$ cat config.mk
export PLATFORM = sky130hd
export DESIGN_NAME = cbf_rx_buffer_filter
export DESIGN_NICKNAME = d
export VERILOG_FILES = /design/src/verilog/cbf_pkg.sv /design/src/verilog/cbf_id_filter.sv /design/src/verilog/cbf_quantum_timer.sv /design/src/verilog/cbf_rx_buffer_filter.sv
export SDC_FILE = /design/constraint.sdc
export NUM_CORES = 1
export LEC_CHECK = 0
export ABC_CLOCK_PERIOD_IN_PS = 7500
export BUFFER_PORTS_ARGS = -buffer_cell sky130_fd_sc_hd__buf_2
export CORE_UTILIZATION = 30
export CTS_CLUSTER_DIAMETER = 150
export CTS_CLUSTER_SIZE = 10
export DETAILED_ROUTE_END_ITERATION = 10
export GPL_ROUTABILITY_DRIVEN = 0
export GPL_TIMING_DRIVEN = 0
export PLACE_DENSITY = 0.55
export SLEW_MARGIN = 20
export SYNTH_ARGS = -nofsm -noshare
export SYNTH_HDL_FRONTEND = slang
export SYNTH_SLANG_ARGS = --single-unit
$ cat constraint.sdc
create_clock -name clock -period 7.5 [get_ports clock]
set_input_delay 0.375 -clock clock [delete_from_list [all_inputs] [get_ports clock]]
set_output_delay 0.375 -clock clock [all_outputs]
set_load 0.05 [all_outputs]
$ cat src/verilog/cbf_pkg.sv
// Shared types, constants and the mode decode function of the CAN receive buffer block
package cbf_pkg;

	localparam int ID_W = 29;
	localparam int NUM_FILTERS = 6;
	localparam int DATA_W = 64;

	// Filter and mask select codes on the configuration port
	localparam logic [3:0] SEL_FILTER_ZERO = 4'h0;
	localparam logic [3:0] SEL_FILTER_LAST = 4'h5;
	localparam logic [3:0] SEL_MASK_HIGH = 4'h6;
	localparam logic [3:0] SEL_MASK_LOW = 4'h7;

	// Filter hit codes
	localparam logic [2:0] HIT_HIGH_F0 = 3'h6;
	localparam logic [2:0] HIT_HIGH_F1 = 3'h7;
	localparam logic [2:0] HIT_ROLL_F0 = 3'h0;
	localparam logic [2:0] HIT_ROLL_F1 = 3'h1;
	localparam logic [2:0] HIT_LOW_F2 = 3'h2;

	// Transmit stuffing: complement after this many equal bits
	localparam logic [2:0] STUFF_LIMIT = 3'h5;

	// Quantum derivation: clocks per quantum = (prescaler + 1) * TQ_FIXED_DIV
	localparam int TQ_FIXED_DIV = 2;
	localparam logic [4:0] SYNC_SEG_TQ = 5'h01;

	// Reset values
	localparam logic [ID_W-1:0] MASK_RESET = 29'h0000000;
	localparam logic [7:0] ERR_COUNT_RESET = 8'h00;

	typedef enum logic [1:0] {
		MODE_FILTERED = 2'b00,
		MODE_STD_ONLY = 2'b01,
		MODE_EXT_ONLY = 2'b10,
		MODE_ANY_MSG = 2'b11
	} cbf_mode_t;

	typedef struct packed {
		logic ext;
		logic rtr;
		logic [ID_W-1:0] id;
		logic [3:0] dlc;
		logic [DATA_W-1:0] data;
	} cbf_frame_t;

	typedef struct packed {
		logic ext_id_select;
		logic [ID_W-1:0] id;
	} cbf_filter_t;

	typedef struct packed {
		logic rtr;
		logic [2:0] filter_hit_code;
	} cbf_ctrl_t;

	function automatic logic mode_admits(cbf_mode_t mode, logic ext);
		case (mode)
			MODE_STD_ONLY: mode_admits = !ext;
			MODE_EXT_ONLY: mode_admits = ext;
			default: mode_admits = 1'b1;
		endcase
	endfunction

endpackage

$ cat src/verilog/cbf_id_filter.sv
// One acceptance filter: masked identifier compare plus format check
`timescale 1ns/1ps
module cbf_id_filter (
	input cbf_pkg::cbf_filter_t filter,
	input wire logic [cbf_pkg::ID_W-1:0] mask,
	input cbf_pkg::cbf_frame_t frame,
	input cbf_pkg::cbf_mode_t mode,
	output logic match
);
	import cbf_pkg::*;

	logic id_ok;

	// Mask bit 0 accepts, mask bit 1 needs equality; all bits must accept
	assign id_ok = &(~mask | ~(frame.id ^ filter.id));
	// A filter whose format disagrees with the frame or mode never matches
	assign match = id_ok && (filter.ext_id_select == frame.ext) &&
		mode_admits(mode, frame.ext);
endmodule

$ cat src/verilog/cbf_quantum_timer.sv
// Time quantum prescaler and bit segment counter
`timescale 1ns/1ps
module cbf_quantum_timer (
	input wire logic clock,
	input wire logic rst,
	input wire logic run,
	input wire logic [5:0] quantum_prescaler,
	input wire logic [2:0] prop_seg,
	input wire logic [2:0] phase_seg1,
	input wire logic [2:0] phase_seg2,
	output logic time_quantum,
	output logic sample_point,
	output logic bit_boundary
);
	import cbf_pkg::*;

	logic [6:0] div_count;
	logic [4:0] quanta;
	logic [6:0] div_last;
	logic [4:0] sample_q;
	logic [4:0] last_q;
	logic tq_end;

	// Prescaler values 0..63 give 1..64, then a fixed divide by two
	assign div_last = {quantum_prescaler, 1'b1};
	assign tq_end = run && (div_count == div_last);
	assign sample_q = SYNC_SEG_TQ + 5'(prop_seg) + 5'(phase_seg1) + 5'h01;
	assign last_q = sample_q + 5'(phase_seg2) + 5'h01;

	always_ff @(posedge clock) begin
		if (rst || !run || tq_end) begin
			div_count <= 7'h00;
		end else begin
			div_count <= div_count + 7'h01;
		end
	end

	always_ff @(posedge clock) begin
		if (rst || !run) begin
			quanta <= 5'h00;
		end else if (tq_end) begin
			quanta <= (quanta == last_q) ? 5'h00 : quanta + 5'h01;
		end
	end

	always_ff @(posedge clock) begin
		if (rst) begin
			time_quantum <= 1'b0;
			sample_point <= 1'b0;
			bit_boundary <= 1'b0;
		end else begin
			time_quantum <= tq_end;
			sample_point <= tq_end && (quanta == sample_q);
			bit_boundary <= tq_end && (quanta == last_q);
		end
	end
endmodule

$ cat src/verilog/cbf_rx_buffer_filter.sv
// Receive buffers, acceptance filtering and transmit stuffing of the CAN block
`timescale 1ns/1ps
module cbf_rx_buffer_filter (
	input wire logic clock,
	input wire logic rst,
	input wire logic config_mode,
	input wire logic cfg_write,
	input wire logic [3:0] cfg_select,
	input wire logic [cbf_pkg::ID_W:0] cfg_wdata,
	output logic [cbf_pkg::ID_W:0] cfg_rdata,
	input wire logic frame_done,
	input wire logic frame_error,
	input cbf_pkg::cbf_frame_t assembly_buffer,
	input cbf_pkg::cbf_mode_t rx_accept_mode_high,
	input cbf_pkg::cbf_mode_t rx_accept_mode_low,
	input wire logic rollover_enable,
	input wire logic rx_full_irq_enable_high,
	input wire logic rx_full_irq_enable_low,
	input wire logic clear_full_high,
	input wire logic clear_full_low,
	input wire logic clear_overflow,
	output cbf_pkg::cbf_frame_t rx_buffer_high,
	output cbf_pkg::cbf_frame_t rx_buffer_low,
	output cbf_pkg::cbf_ctrl_t rx_high_control,
	output cbf_pkg::cbf_ctrl_t rx_low_control,
	output logic rx_full_flag_high,
	output logic rx_full_flag_low,
	output logic irq_high,
	output logic irq_low,
	output logic overflow_high,
	output logic overflow_low,
	output logic [7:0] rx_error_count,
	input wire logic [5:0] quantum_prescaler,
	input wire logic [2:0] prop_seg,
	input wire logic [2:0] phase_seg1,
	input wire logic [2:0] phase_seg2,
	output logic sample_point,
	input wire logic tx_bit,
	input wire logic tx_bit_valid,
	input wire logic tx_stuff_enable,
	output logic tx_bit_taken,
	output logic tx_line
);
	import cbf_pkg::*;

	cbf_filter_t filters [NUM_FILTERS];
	logic [ID_W-1:0] id_mask_high;
	logic [ID_W-1:0] id_mask_low;
	logic [NUM_FILTERS-1:0] hit;
	logic frame_taken;
	logic want_high;
	logic want_low;
	logic roll;
	logic load_high;
	logic load_low;
	logic ovf_high;
	logic ovf_low;
	logic [2:0] code_high;
	logic [2:0] code_low;
	logic time_quantum;
	logic bit_boundary;
	logic sample_unused;
	logic [2:0] run_len;

	// Lowest numbered matching filter inside a range wins
	function automatic logic [2:0] lowest_hit(logic [NUM_FILTERS-1:0] m,
		int first, int last);
		logic [2:0] code;
		code = 3'(first);
		for (int i = last; i >= first; i--) begin
			if (m[i]) begin
				code = 3'(i);
			end
		end
		return code;
	endfunction

	// Configuration mode gates all mask and filter writes
	always_ff @(posedge clock) begin
		if (rst) begin
			id_mask_high <= MASK_RESET;
			id_mask_low <= MASK_RESET;
			for (int i = 0; i < NUM_FILTERS; i++) begin
				filters[i] <= '0;
			end
		end else if (cfg_write && config_mode) begin
			if (cfg_select == SEL_MASK_HIGH) begin
				id_mask_high <= cfg_wdata[ID_W-1:0];
			end else if (cfg_select == SEL_MASK_LOW) begin
				id_mask_low <= cfg_wdata[ID_W-1:0];
			end else if (cfg_select <= SEL_FILTER_LAST) begin
				filters[cfg_select[2:0]] <= cfg_wdata;
			end
		end
	end

	// Read port shows zero outside configuration mode
	always_ff @(posedge clock) begin
		if (rst || !config_mode) begin
			cfg_rdata <= '0;
		end else if (cfg_select == SEL_MASK_HIGH) begin
			cfg_rdata <= {1'b0, id_mask_high};
		end else if (cfg_select == SEL_MASK_LOW) begin
			cfg_rdata <= {1'b0, id_mask_low};
		end else if (cfg_select <= SEL_FILTER_LAST) begin
			cfg_rdata <= filters[cfg_select[2:0]];
		end else begin
			cfg_rdata <= '0;
		end
	end

	// Filters 0-1 use the high mask and mode, 2-5 the low ones
	genvar g;
	generate
		for (g = 0; g < NUM_FILTERS; g++) begin : gen_filter
			cbf_id_filter u_filter (
				.filter(filters[g]),
				.mask((g < 2) ? id_mask_high : id_mask_low),
				.frame(assembly_buffer),
				.mode((g < 2) ? rx_accept_mode_high : rx_accept_mode_low),
				.match(hit[g])
			);
		end
	endgenerate

	// Acceptance decision; the assembly buffer itself is never exposed
	always_comb begin
		frame_taken = frame_done && !config_mode;
		want_high = frame_taken && (rx_accept_mode_high == MODE_ANY_MSG ||
			(!frame_error && (hit[0] || hit[1])));
		want_low = frame_taken && (rx_accept_mode_low == MODE_ANY_MSG ||
			(!frame_error && (|hit[5:2])));
		load_high = want_high && !rx_full_flag_high;
		roll = want_high && rx_full_flag_high && rollover_enable &&
			!rx_full_flag_low;
		load_low = roll || (!want_high && want_low && !rx_full_flag_low);
		ovf_high = want_high && rx_full_flag_high && !roll;
		ovf_low = !want_high && want_low && rx_full_flag_low;
		code_high = hit[0] ? HIT_HIGH_F0 :
			(hit[1] ? HIT_HIGH_F1 : HIT_HIGH_F0);
		if (roll) begin
			code_low = hit[0] ? HIT_ROLL_F0 :
				(hit[1] ? HIT_ROLL_F1 : HIT_ROLL_F0);
		end else begin
			code_low = lowest_hit(hit, 2, 5);
		end
	end

	// Whole frame copied on load, regardless of format or length
	always_ff @(posedge clock) begin
		if (rst) begin
			rx_buffer_high <= '0;
			rx_high_control <= '0;
		end else if (load_high) begin
			rx_buffer_high <= assembly_buffer;
			rx_high_control <= {assembly_buffer.rtr, code_high};
		end
	end

	always_ff @(posedge clock) begin
		if (rst) begin
			rx_buffer_low <= '0;
			rx_low_control <= '0;
		end else if (load_low) begin
			rx_buffer_low <= assembly_buffer;
			rx_low_control <= {assembly_buffer.rtr, code_low};
		end
	end

	// Full flags: a load in the clearing cycle keeps the flag set
	always_ff @(posedge clock) begin
		if (rst) begin
			rx_full_flag_high <= 1'b0;
			rx_full_flag_low <= 1'b0;
		end else begin
			rx_full_flag_high <= load_high ||
				(rx_full_flag_high && !clear_full_high);
			rx_full_flag_low <= load_low ||
				(rx_full_flag_low && !clear_full_low);
		end
	end

	always_ff @(posedge clock) begin
		if (rst) begin
			irq_high <= 1'b0;
			irq_low <= 1'b0;
		end else begin
			irq_high <= rx_full_flag_high && rx_full_irq_enable_high;
			irq_low <= rx_full_flag_low && rx_full_irq_enable_low;
		end
	end

	always_ff @(posedge clock) begin
		if (rst) begin
			overflow_high <= 1'b0;
			overflow_low <= 1'b0;
		end else begin
			overflow_high <= ovf_high || (overflow_high && !clear_overflow);
			overflow_low <= ovf_low || (overflow_low && !clear_overflow);
		end
	end

	// Receive error counter, cleared while configuring
	always_ff @(posedge clock) begin
		if (rst || config_mode) begin
			rx_error_count <= ERR_COUNT_RESET;
		end else if (frame_done && frame_error &&
			rx_error_count != 8'hFF) begin
			rx_error_count <= rx_error_count + 8'h01;
		end
	end

	cbf_quantum_timer u_timer (
		.clock(clock),
		.rst(rst),
		.run(!config_mode),
		.quantum_prescaler(quantum_prescaler),
		.prop_seg(prop_seg),
		.phase_seg1(phase_seg1),
		.phase_seg2(phase_seg2),
		.time_quantum(time_quantum),
		.sample_point(sample_unused),
		.bit_boundary(bit_boundary)
	);

	always_ff @(posedge clock) begin
		if (rst) begin
			sample_point <= 1'b0;
		end else begin
			sample_point <= sample_unused;
		end
	end

	// Stuffing keeps an edge on the bus at least every five bit times
	always_ff @(posedge clock) begin
		if (rst || config_mode) begin
			tx_line <= 1'b1;
			run_len <= 3'h0;
			tx_bit_taken <= 1'b0;
		end else if (bit_boundary) begin
			if (tx_stuff_enable && run_len == STUFF_LIMIT) begin
				tx_line <= !tx_line;
				run_len <= 3'h1;
				tx_bit_taken <= 1'b0;
			end else begin
				tx_line <= tx_bit_valid ? tx_bit : 1'b1;
				tx_bit_taken <= tx_bit_valid;
				if (!tx_stuff_enable ||
					(tx_bit_valid ? tx_bit : 1'b1) != tx_line) begin
					run_len <= 3'h1;
				end else begin
					run_len <= run_len + 3'h1;
				end
			end
		end else begin
			tx_bit_taken <= 1'b0;
		end
	end
endmodule

==> results of run 1 <==
metal layers:
metal | up-vias | wire length [um] | share of wire | track usage
met5 | - | 110 | 0.0011 | 0
met4 | 10 | 5060 | 0.053 | 0.112
met3 | 249 | 9370 | 0.097 | 0.0632
met2 | 1092 | 43700 | 0.45 | 0.385
met1 | 9409 | 38000 | 0.40 | 0.294
li1 | 9035 | - | - | -
final cells by class:
type                    count  area, sq um
well taps                1030         1290
clock buffers              83         1500
plain buffers             170          768
inverters                  19         71.3
multi-input cells        1646        10500
flip-flops and latches    505        11900
clock inverters             3         31.3
diodes                      6         15.0
repair buffers            443         2520
fillers                  7876        47700
registers in the layout (all words and copies together) (netlist names), 7 cells and up:
signal and flops:
rx_buffer_high 98, u_timer.div_count 7, cfg_rdata 30, rx_error_count 8, id_mask_high 29, rx_buffer_low 98, id_mask_low 29, filters 180
worst paths after layout:
path | end | cells after the start
setup / recovery | rx_buffer_high[96]$_SDFFE_PP0P_ | 10
hold / removal | rx_buffer_low[58]$_SDFFE_PP0P_ | 3
hold reg to reg | sample_point$_SDFF_PP0_ | 1
setup reg to reg | rx_buffer_high[96]$_SDFFE_PP0P_ | 10
worst max-delay path, stage by stage, from the launching register on:
cell and delay [ps]:
edfxtp_1 430, xor2_1 280, a222oi_1 550, nand3_1 170
nor4_2 560, o21bai_1 220, a211o_1 350, clkbuf_1 390
clkbuf_1 430, nand2_1 170, a21oi_1 70
synth_stat cells (3+ instances only):
cell type,n
mux4_2,30
a21oi_1,179
nor2b_1,5
o21ai_0,36
buf_1,8
mux2_2,29
edfxtp_1,180
clkbuf_1,108
buf_4,4
xnor2_1,18
buf_2,42
nand2_1,529
o22ai_1,28
nor3_1,6
nor2_1,63
ha_1,18
nand2b_1,6
or3_1,6
nand4_1,21
a211oi_1,29
nor3b_1,4
or2_2,5
dfxtp_1,325
a21o_1,4
and2_1,180
nand3_1,21
mux2i_1,107
or4_1,3
buf_6,8
xor2_1,196
a22oi_1,78
inv_1,18
and3_1,9
nor4_1,6
a222oi_1,6
logic make-up after synthesis:
| kind of cell | count (synthesis) |
|---|---|
| simple gates | 872 |
| compound gates | 374 |
| buf+inv | 189 |
| fa+ha+maj | 20 |
| xor+xnor | 214 |
| mux | 166 |
| flops | 505 |
per-stage QoR:
| stage | cell area, sq um | std cells |
|---|---|---|
| global route | 28600 | 3901 |
| floorplan | 23200 | 2340 |
| global placement | 26500 | 3759 |
| finish | 28600 | 3905 |
| detailed placement | 26500 | 3761 |
| CTS | 28600 | 3899 |
power breakdown:
group,internal [mW],switching (mW)
clock,1.36,1.13
sequential,2.95,0.0788
combinational,0.290,0.668
==> flow_summary.ini, run 1 <==
[outcome]
run_status = finished, final reports clean

[floorplanning]
ios = 420
core-area_sq_um = 76300
row_count = 101
die_width_um = 280
start_util = 0.304
die_area_sq_um = 78500
die_y_um = 280

[timing]
slew_headroom = 0.126
fmax_mhz = 264
rsz0062_at_grt = false
setup_viol = 0
period_share = 0.504
setup_ws_ps = 3720
skew_ps = 22.2
period_needed_ps = 3780
finalHoldViolations = 0
hold_ws_ps = 29.8
finalSetupTns_ps = 0
tightest_slew_ps = 1290
drv_slew = 0

[cts]
cts_resized = 0
root_buffer = clkbuf_16
hold_buffers = 52
cts_buffers = 56
htree_levels = 2
clk-insertion-delay-late_ps = 620
path_clk_slew_ps = 60
cts_tree = done
clockBufferDepth = 3
post_cts_buffers = 0
cts.sink_count = 505

[power_and_ir_drop]
leakage_nw = 11.8
peakVddDrop_uv = 122
power.total_mw = 6.48
power_density_nw_per_um2 = 226

[final_layout]
syn2layout_area_growth_pct = 23.2
final_common_cell = nand2_1
drive_gt1_frac = 0.203
final_cell_mix = nand2_1 (529), buf_2 (432), dfxtp_1 (325), xor2_1 (196)
finalCoreUtilization = 0.375
nNetsFinal = 3028

[global_route]
grt_pass1_vias = 18900
grt_max_degree = 31
grt_pass1_wl_mm = 135
grt_usage = 0.238
gr-total-overflow = 0
antenna_found_initial = 14

[drt]
wire_per_inst_um = 24.6
vias = 19800
drt_first_pass_iters = 6
ant_nets = 0
drt_iter0_markers = 2199
drc = 0
wl_mm = 96.2
vias_per_cell = 5.07

[hold_path]
holdCritStartpoint = assembly_buffer[58]
hold_path.class = primary input to register

[synth]
synth_top_family_by_area = simple AND/OR/NAND/NOR gates
yosys.area.top_type = dfxtp_1
synthSimpleGateAreaFrac = 0.172
synth_nets = 2527
mappedNetlistArea_sq_um = 23200
yosysSeqAreaShare = 0.513
synth-async-reset-ratio = 0
synthDistinctLibCells = 55
synth-adder-area-share = 0.0114
yosys_warnings = 0
syn_inst = 2340
synth_area_leaders = dfxtp_1 (28%), edfxtp_1 (23%), nand2_1 (8.6%), xor2_1 (7.4%), and2_1 (4.8%)
synth_top_area_share = 0.280
synthXorXnorAreaFrac = 0.0807
ys_ff_latch = 505
syn_avg_cell_area_sq_um = 9.92
synth_edf_count = 180
synth_compound_area_frac = 0.0981
synthMuxAreaShare = 0.0893
synth_ff_type = dfxtp_1

[job]
max_cap_violations = 0

[worst_setup_path]
start_kind = register
r2r_slack_ps = 3720
arrival_ps = 4250
worstSetupPathType = register to register
setup.worst_path.start = filters[1][24]$_SDFFCE_PN0P_
end_kind = register
cp.required_ps = 7970
r2r_start = filters[1][24]$_SDFFCE_PN0P_
crit_path_max_fanout = 10

[placed_design]
dp_hpwl_mm = 72.9
place_ws_ps = 3410
io_buffers = 389
Power figures use the tool's default switching activity.
==> run 2, diff against run 1 <==
ABC_CLOCK_PERIOD_IN_PS = 3900   (was 7500)
clock period = 3.9 ns   (was 7.5 ns; I/O delays follow)
==> run 2 against run 1 <==
Effect of this change:
- worst hold slack better by 17 ps
- maximum frequency shrank 1.2%
- clock-buffer cell count did not move
- cell area is 3.0% higher
- sequential power is 92% higher
- clock skew decreased by 2.5 ps
- flip-flop and latch count unchanged
- via count rose by 2.2%
- global-route usage rose by 0.19 points
- non-clock buffer count increased by 85
- setup slack got worse by 3600 ps
==> flow_summary.ini, run 2 (synthesis results as in run 1) <==
[final_layout]
final_cells = 3987
reg.largest.list = filters: 180 flops, rx_buffer_high: 98 flops, rx_buffer_low: 98 flops
syn2layout_area_growth_pct = 26.8
multi_input_area_sq_um = 10500
largest_register_ffs = 180
drive_gt1_frac = 0.197
regMostFlops = filters
nNetsFinal = 3113
num-fill-cells = 7825
final_cell_mix = nand2_1 (529), buf_2 (432), dfxtp_1 (325), xor2_1 (196)
post-route-cell-area_sq_um = 29500
final_common_cell = nand2_1
finalCoreUtilization = 0.386
seq_area_sq_um = 11900

[global_route]
grt_max_degree = 31
grt_pass1_vias = 19400
antenna_found_initial = 9
gr-total-overflow = 0
grt_usage = 0.240
grt_pass1_wl_mm = 137

[timing]
setup_ws_ps = 71.2
period_needed_ps = 3830
setup_viol = 0
rsz0062_at_grt = false
fmax_mhz = 261
drv_slew = 0
period_share = 0.982
hold_ws_ps = 46.9
slew_headroom = 0.241
skew_ps = 19.7
tightest_slew_ps = 1130
finalHoldViolations = 0
finalSetupTns_ps = 0

[placed_design]
placed_cells = 3761
placed_area_sq_um = 26500
place_ws_ps = -14.7
dp_hpwl_mm = 72.9
io_buffers = 389

[cts]
cts_buffers = 56
cts_tree = done
cts.sink_count = 505
cts_resized = 0
clk-insertion-delay-late_ps = 620
path_clk_slew_ps = 60
htree_levels = 2
clockBufferDepth = 3
post_cts_buffers = 0
root_buffer = clkbuf_16
hold_buffers = 137

[drt]
vias = 20200
drc = 0
wire_per_inst_um = 24.4
drt_iter0_markers = 2210
vias_per_cell = 5.07
ant_nets = 0
drt_first_pass_iters = 7
wl_mm = 97.3

[worst_setup_path]
arrival_ps = 4300
worstSetupPathType = register to register
end_kind = register
crit_path_max_fanout = 10
r2r_cells = 10
start_kind = register
cp.required_ps = 4370

[floorplanning]
die_width_um = 280
ios = 420
core-area_sq_um = 76300
start_util = 0.304
row_count = 101
die_y_um = 280
die_area_sq_um = 78500

[power_and_ir_drop]
peakVddDrop_uv = 237
leakage_nw = 12.2
power.total_mw = 12.5
power_density_nw_per_um2 = 426

[job]
max_cap_violations = 0

[hold_path]
worstHoldPathCells = 3
hold_path.class = primary input to register

[outcome]
run_status = finished, final reports clean
[run 2: worst paths after layout]
path                                                       from  slack [ps]                               to
worst max-delay path                filters[1][3]$_SDFFCE_PN0P_          70  rx_buffer_high[96]$_SDFFE_PP0P_
worst min-delay path                                config_mode          50         cfg_rdata[29]$_SDFF_PP0_
worst max register to register      filters[1][3]$_SDFFCE_PN0P_          70  rx_buffer_high[96]$_SDFFE_PP0P_
worst min register to register  u_timer.sample_point$_SDFF_PP0_         440          sample_point$_SDFF_PP0_
[run 2: area by class of cell]
| cell class | instances | share of cell area |
|---|---|---|
| repair buffers | 528 | 0.115 |
| diodes | 3 | 0.000255 |
| inverters | 19 | 0.00242 |
| well taps | 1030 | 0.0438 |
| clock inverters | 3 | 0.00106 |
| flip-flops and latches | 505 | 0.404 |
| clock buffers | 83 | 0.0510 |
| plain buffers | 170 | 0.0261 |
| multi-input cells | 1646 | 0.357 |
[run 2: layer usage]
layer | up-vias | wire length (um) | GRT usage
li1 | 9203 | - | -
met1 | 9655 | 38400 | 0.296
met2 | 1110 | 44500 | 0.390
met3 | 243 | 9380 | 0.0621
met4 | 12 | 4950 | 0.113
met5 | - | 74 | 0
[run 2: power breakdown]
part	internal [mW]	switching [mW]	total [mW]
combinational	0.613	1.31	1.92
sequential	5.67	0.153	5.82
clock	2.62	2.18	4.80
[run 2: critical path, stage by stage, from the launching register on]
cell	delay [ps]
edfxtp_1	410
xor2_1	160
a22oi_1	530
nand4_1	230
nor4_2	680
o21bai_1	220
a211o_1	350
clkbuf_1	400
clkbuf_1	450
nand2_1	170
a21oi_1	70
==> run 3, diff against run 2 <==
CTS_BUF_LIST = sky130_fd_sc_hd__clkbuf_8   (was unset)
==> run 3 against run 2 <==
Effect of this change:
- clock power decreased by 31%
- setup slack improved by 140 ps
- register-to-register slack improved by 140 ps
- critical path depth unchanged
- final cell count increased by 0.18%
- core utilization decreased by 0.72 points
- worst hold slack improved by 37 ps
- total power decreased by 12%
==> flow_summary.ini, run 3 (synthesis results as in run 1) <==
[global_route]
gr-total-overflow = 0
antenna_found_initial = 8
grt_pass1_vias = 19400
grt_pass1_wl_mm = 137
grt_max_degree = 31
grt_usage = 0.241

[final_layout]
seq_area_sq_um = 11900
nNetsFinal = 3122
final_cell_mix = nand2_1 (529), buf_2 (432), dfxtp_1 (325), xor2_1 (196)
final_common_cell = nand2_1
multi_input_area_sq_um = 10500
final_cells = 3994
drive_gt1_frac = 0.196
regMostFlops = filters
num-fill-cells = 7874
largest_register_ffs = 180
syn2layout_area_growth_pct = 24.5
reg.largest.list = filters: 180 flops, rx_buffer_high: 98 flops, rx_buffer_low: 98 flops
post-route-cell-area_sq_um = 28900

[worst_setup_path]
start_kind = register
worstSetupPathType = register to register
r2r_end = rx_buffer_high[3]$_SDFFE_PP0P_
end_kind = register
arrival_ps = 4300
cp.required_ps = 4510
crit_path_max_fanout = 10
r2r_slack_ps = 210
r2r_start = filters[1][24]$_SDFFCE_PN0P_
r2r_cells = 10

[placed_design]
dp_hpwl_mm = 72.9
place_ws_ps = -14.7
placed_area_sq_um = 26500
io_buffers = 389
placed_cells = 3761

[floorplanning]
ios = 420
die_y_um = 280
start_util = 0.304
die_area_sq_um = 78500
die_width_um = 280
core-area_sq_um = 76300
row_count = 101

[cts]
cts.sink_count = 505
root_buffer = clkbuf_8
clockBufferDepth = 3
cts_tree = done
clk-insertion-delay-late_ps = 690
post_cts_buffers = 0
path_clk_slew_ps = 80
cts_buffers = 56
htree_levels = 2

[drt]
wl_mm = 97.4
vias = 20200
vias_per_cell = 5.07
drt_iter0_markers = 2041
wire_per_inst_um = 24.4
drc = 0
drt_first_pass_iters = 6
ant_nets = 0

[timing]
finalSetupTns_ps = 0
setup_viol = 0
rsz0062_at_grt = false
skew_ps = 28.9
drv_slew = 0
period_share = 0.946
slew_headroom = 0.212
setup_ws_ps = 211
finalHoldViolations = 0
tightest_slew_ps = 1170
fmax_mhz = 271
period_needed_ps = 3690

[outcome]
run_status = finished, final reports clean

[job]
max_cap_violations = 0

[hold_path]
worstHoldPathCells = 5
holdCritStartpoint = quantum_prescaler[2]
hold_path.class = primary input to register
worst_hold_path.endpoint = u_timer.bit_boundary$_SDFF_PP0_

[power_and_ir_drop]
power_density_nw_per_um2 = 383
peakVddDrop_uv = 165
leakage_nw = 12.1
power.total_mw = 11.1
## run 3: per-layer routing
metal / global-route usage / vias up / part of all wire
met2: 0.386 / 1138 / 0.45
met4: 0.124 / 12 / 0.057
met5: 0 / - / 0.00082
met3: 0.0616 / 259 / 0.098
li1: - / 9196 / -
met1: 0.297 / 9628 / 0.39
## run 3: worst max path at each step
| stage | cells past startpoint | from | slack (ps) | end |
|---|---|---|---|---|
| after global routing | 10 | filters[0][13]$_SDFFCE_PN0P_ | 30 | rx_buffer_high[1]$_SDFFE_PP0P_ |
| after global placement | 8 | rst | -2330 | filters[2][9]$_SDFFCE_PN0P_ |
| final | 10 | filters[1][24]$_SDFFCE_PN0P_ | 210 | rx_buffer_high[3]$_SDFFE_PP0P_ |
| after floorplan | 5 | cfg_select[2] | 330 | filters[2][0]$_SDFFCE_PN0P_ |
| after detailed placement | 5 | cfg_select[2] | -10 | filters[4][14]$_SDFFCE_PN0P_ |
| after CTS | 10 | filters[1][24]$_SDFFCE_PN0P_ | 240 | rx_buffer_high[84]$_SDFFE_PP0P_ |
## run 3: metrics by stage
stage                util  hold slack [ps]
finish              0.379             83.7
global route        0.379             68.1
CTS                 0.379             15.9
detailed placement  0.348              443
global placement    0.347              435
floorplan               -              274
## run 3: critical path: stages (launching register included)
cell and delay (ps):
edfxtp_1 440, xor2_1 600, a222oi_1 280, nand3_1 220, nor4_4 80, o21bai_1 260
a211o_1 190, clkbuf_1 670, clkbuf_1 590, nand2_1 130, a21oi_1 150
## run 3: cell type report
| cell class | instances | area share |
|---|---|---|
| well taps | 1030 | 0.0446 |
| inverters | 19 | 0.00247 |
| repair buffers | 537 | 0.120 |
| plain buffers | 170 | 0.0266 |
| clock inverters | 30 | 0.00429 |
| diodes | 1 | 0.0000866 |
| flip-flops and latches | 505 | 0.412 |
| multi-input cells | 1646 | 0.363 |
| clock buffers | 56 | 0.0267 |
## run 3: what timing repair did
item                       in CTS  in global routing
hold buffers                  146                  0
setup endpoints to repair       0                  1
hold endpoints to repair      451                  0
gates resized for setup         0                  1
## run 3: power breakdown
part | internal (mW) | switching, mW
Sequential | 5.66 | 0.152
Clock | 1.32 | 2.01
Combinational | 0.619 | 1.31
Total | 7.59 | 3.47
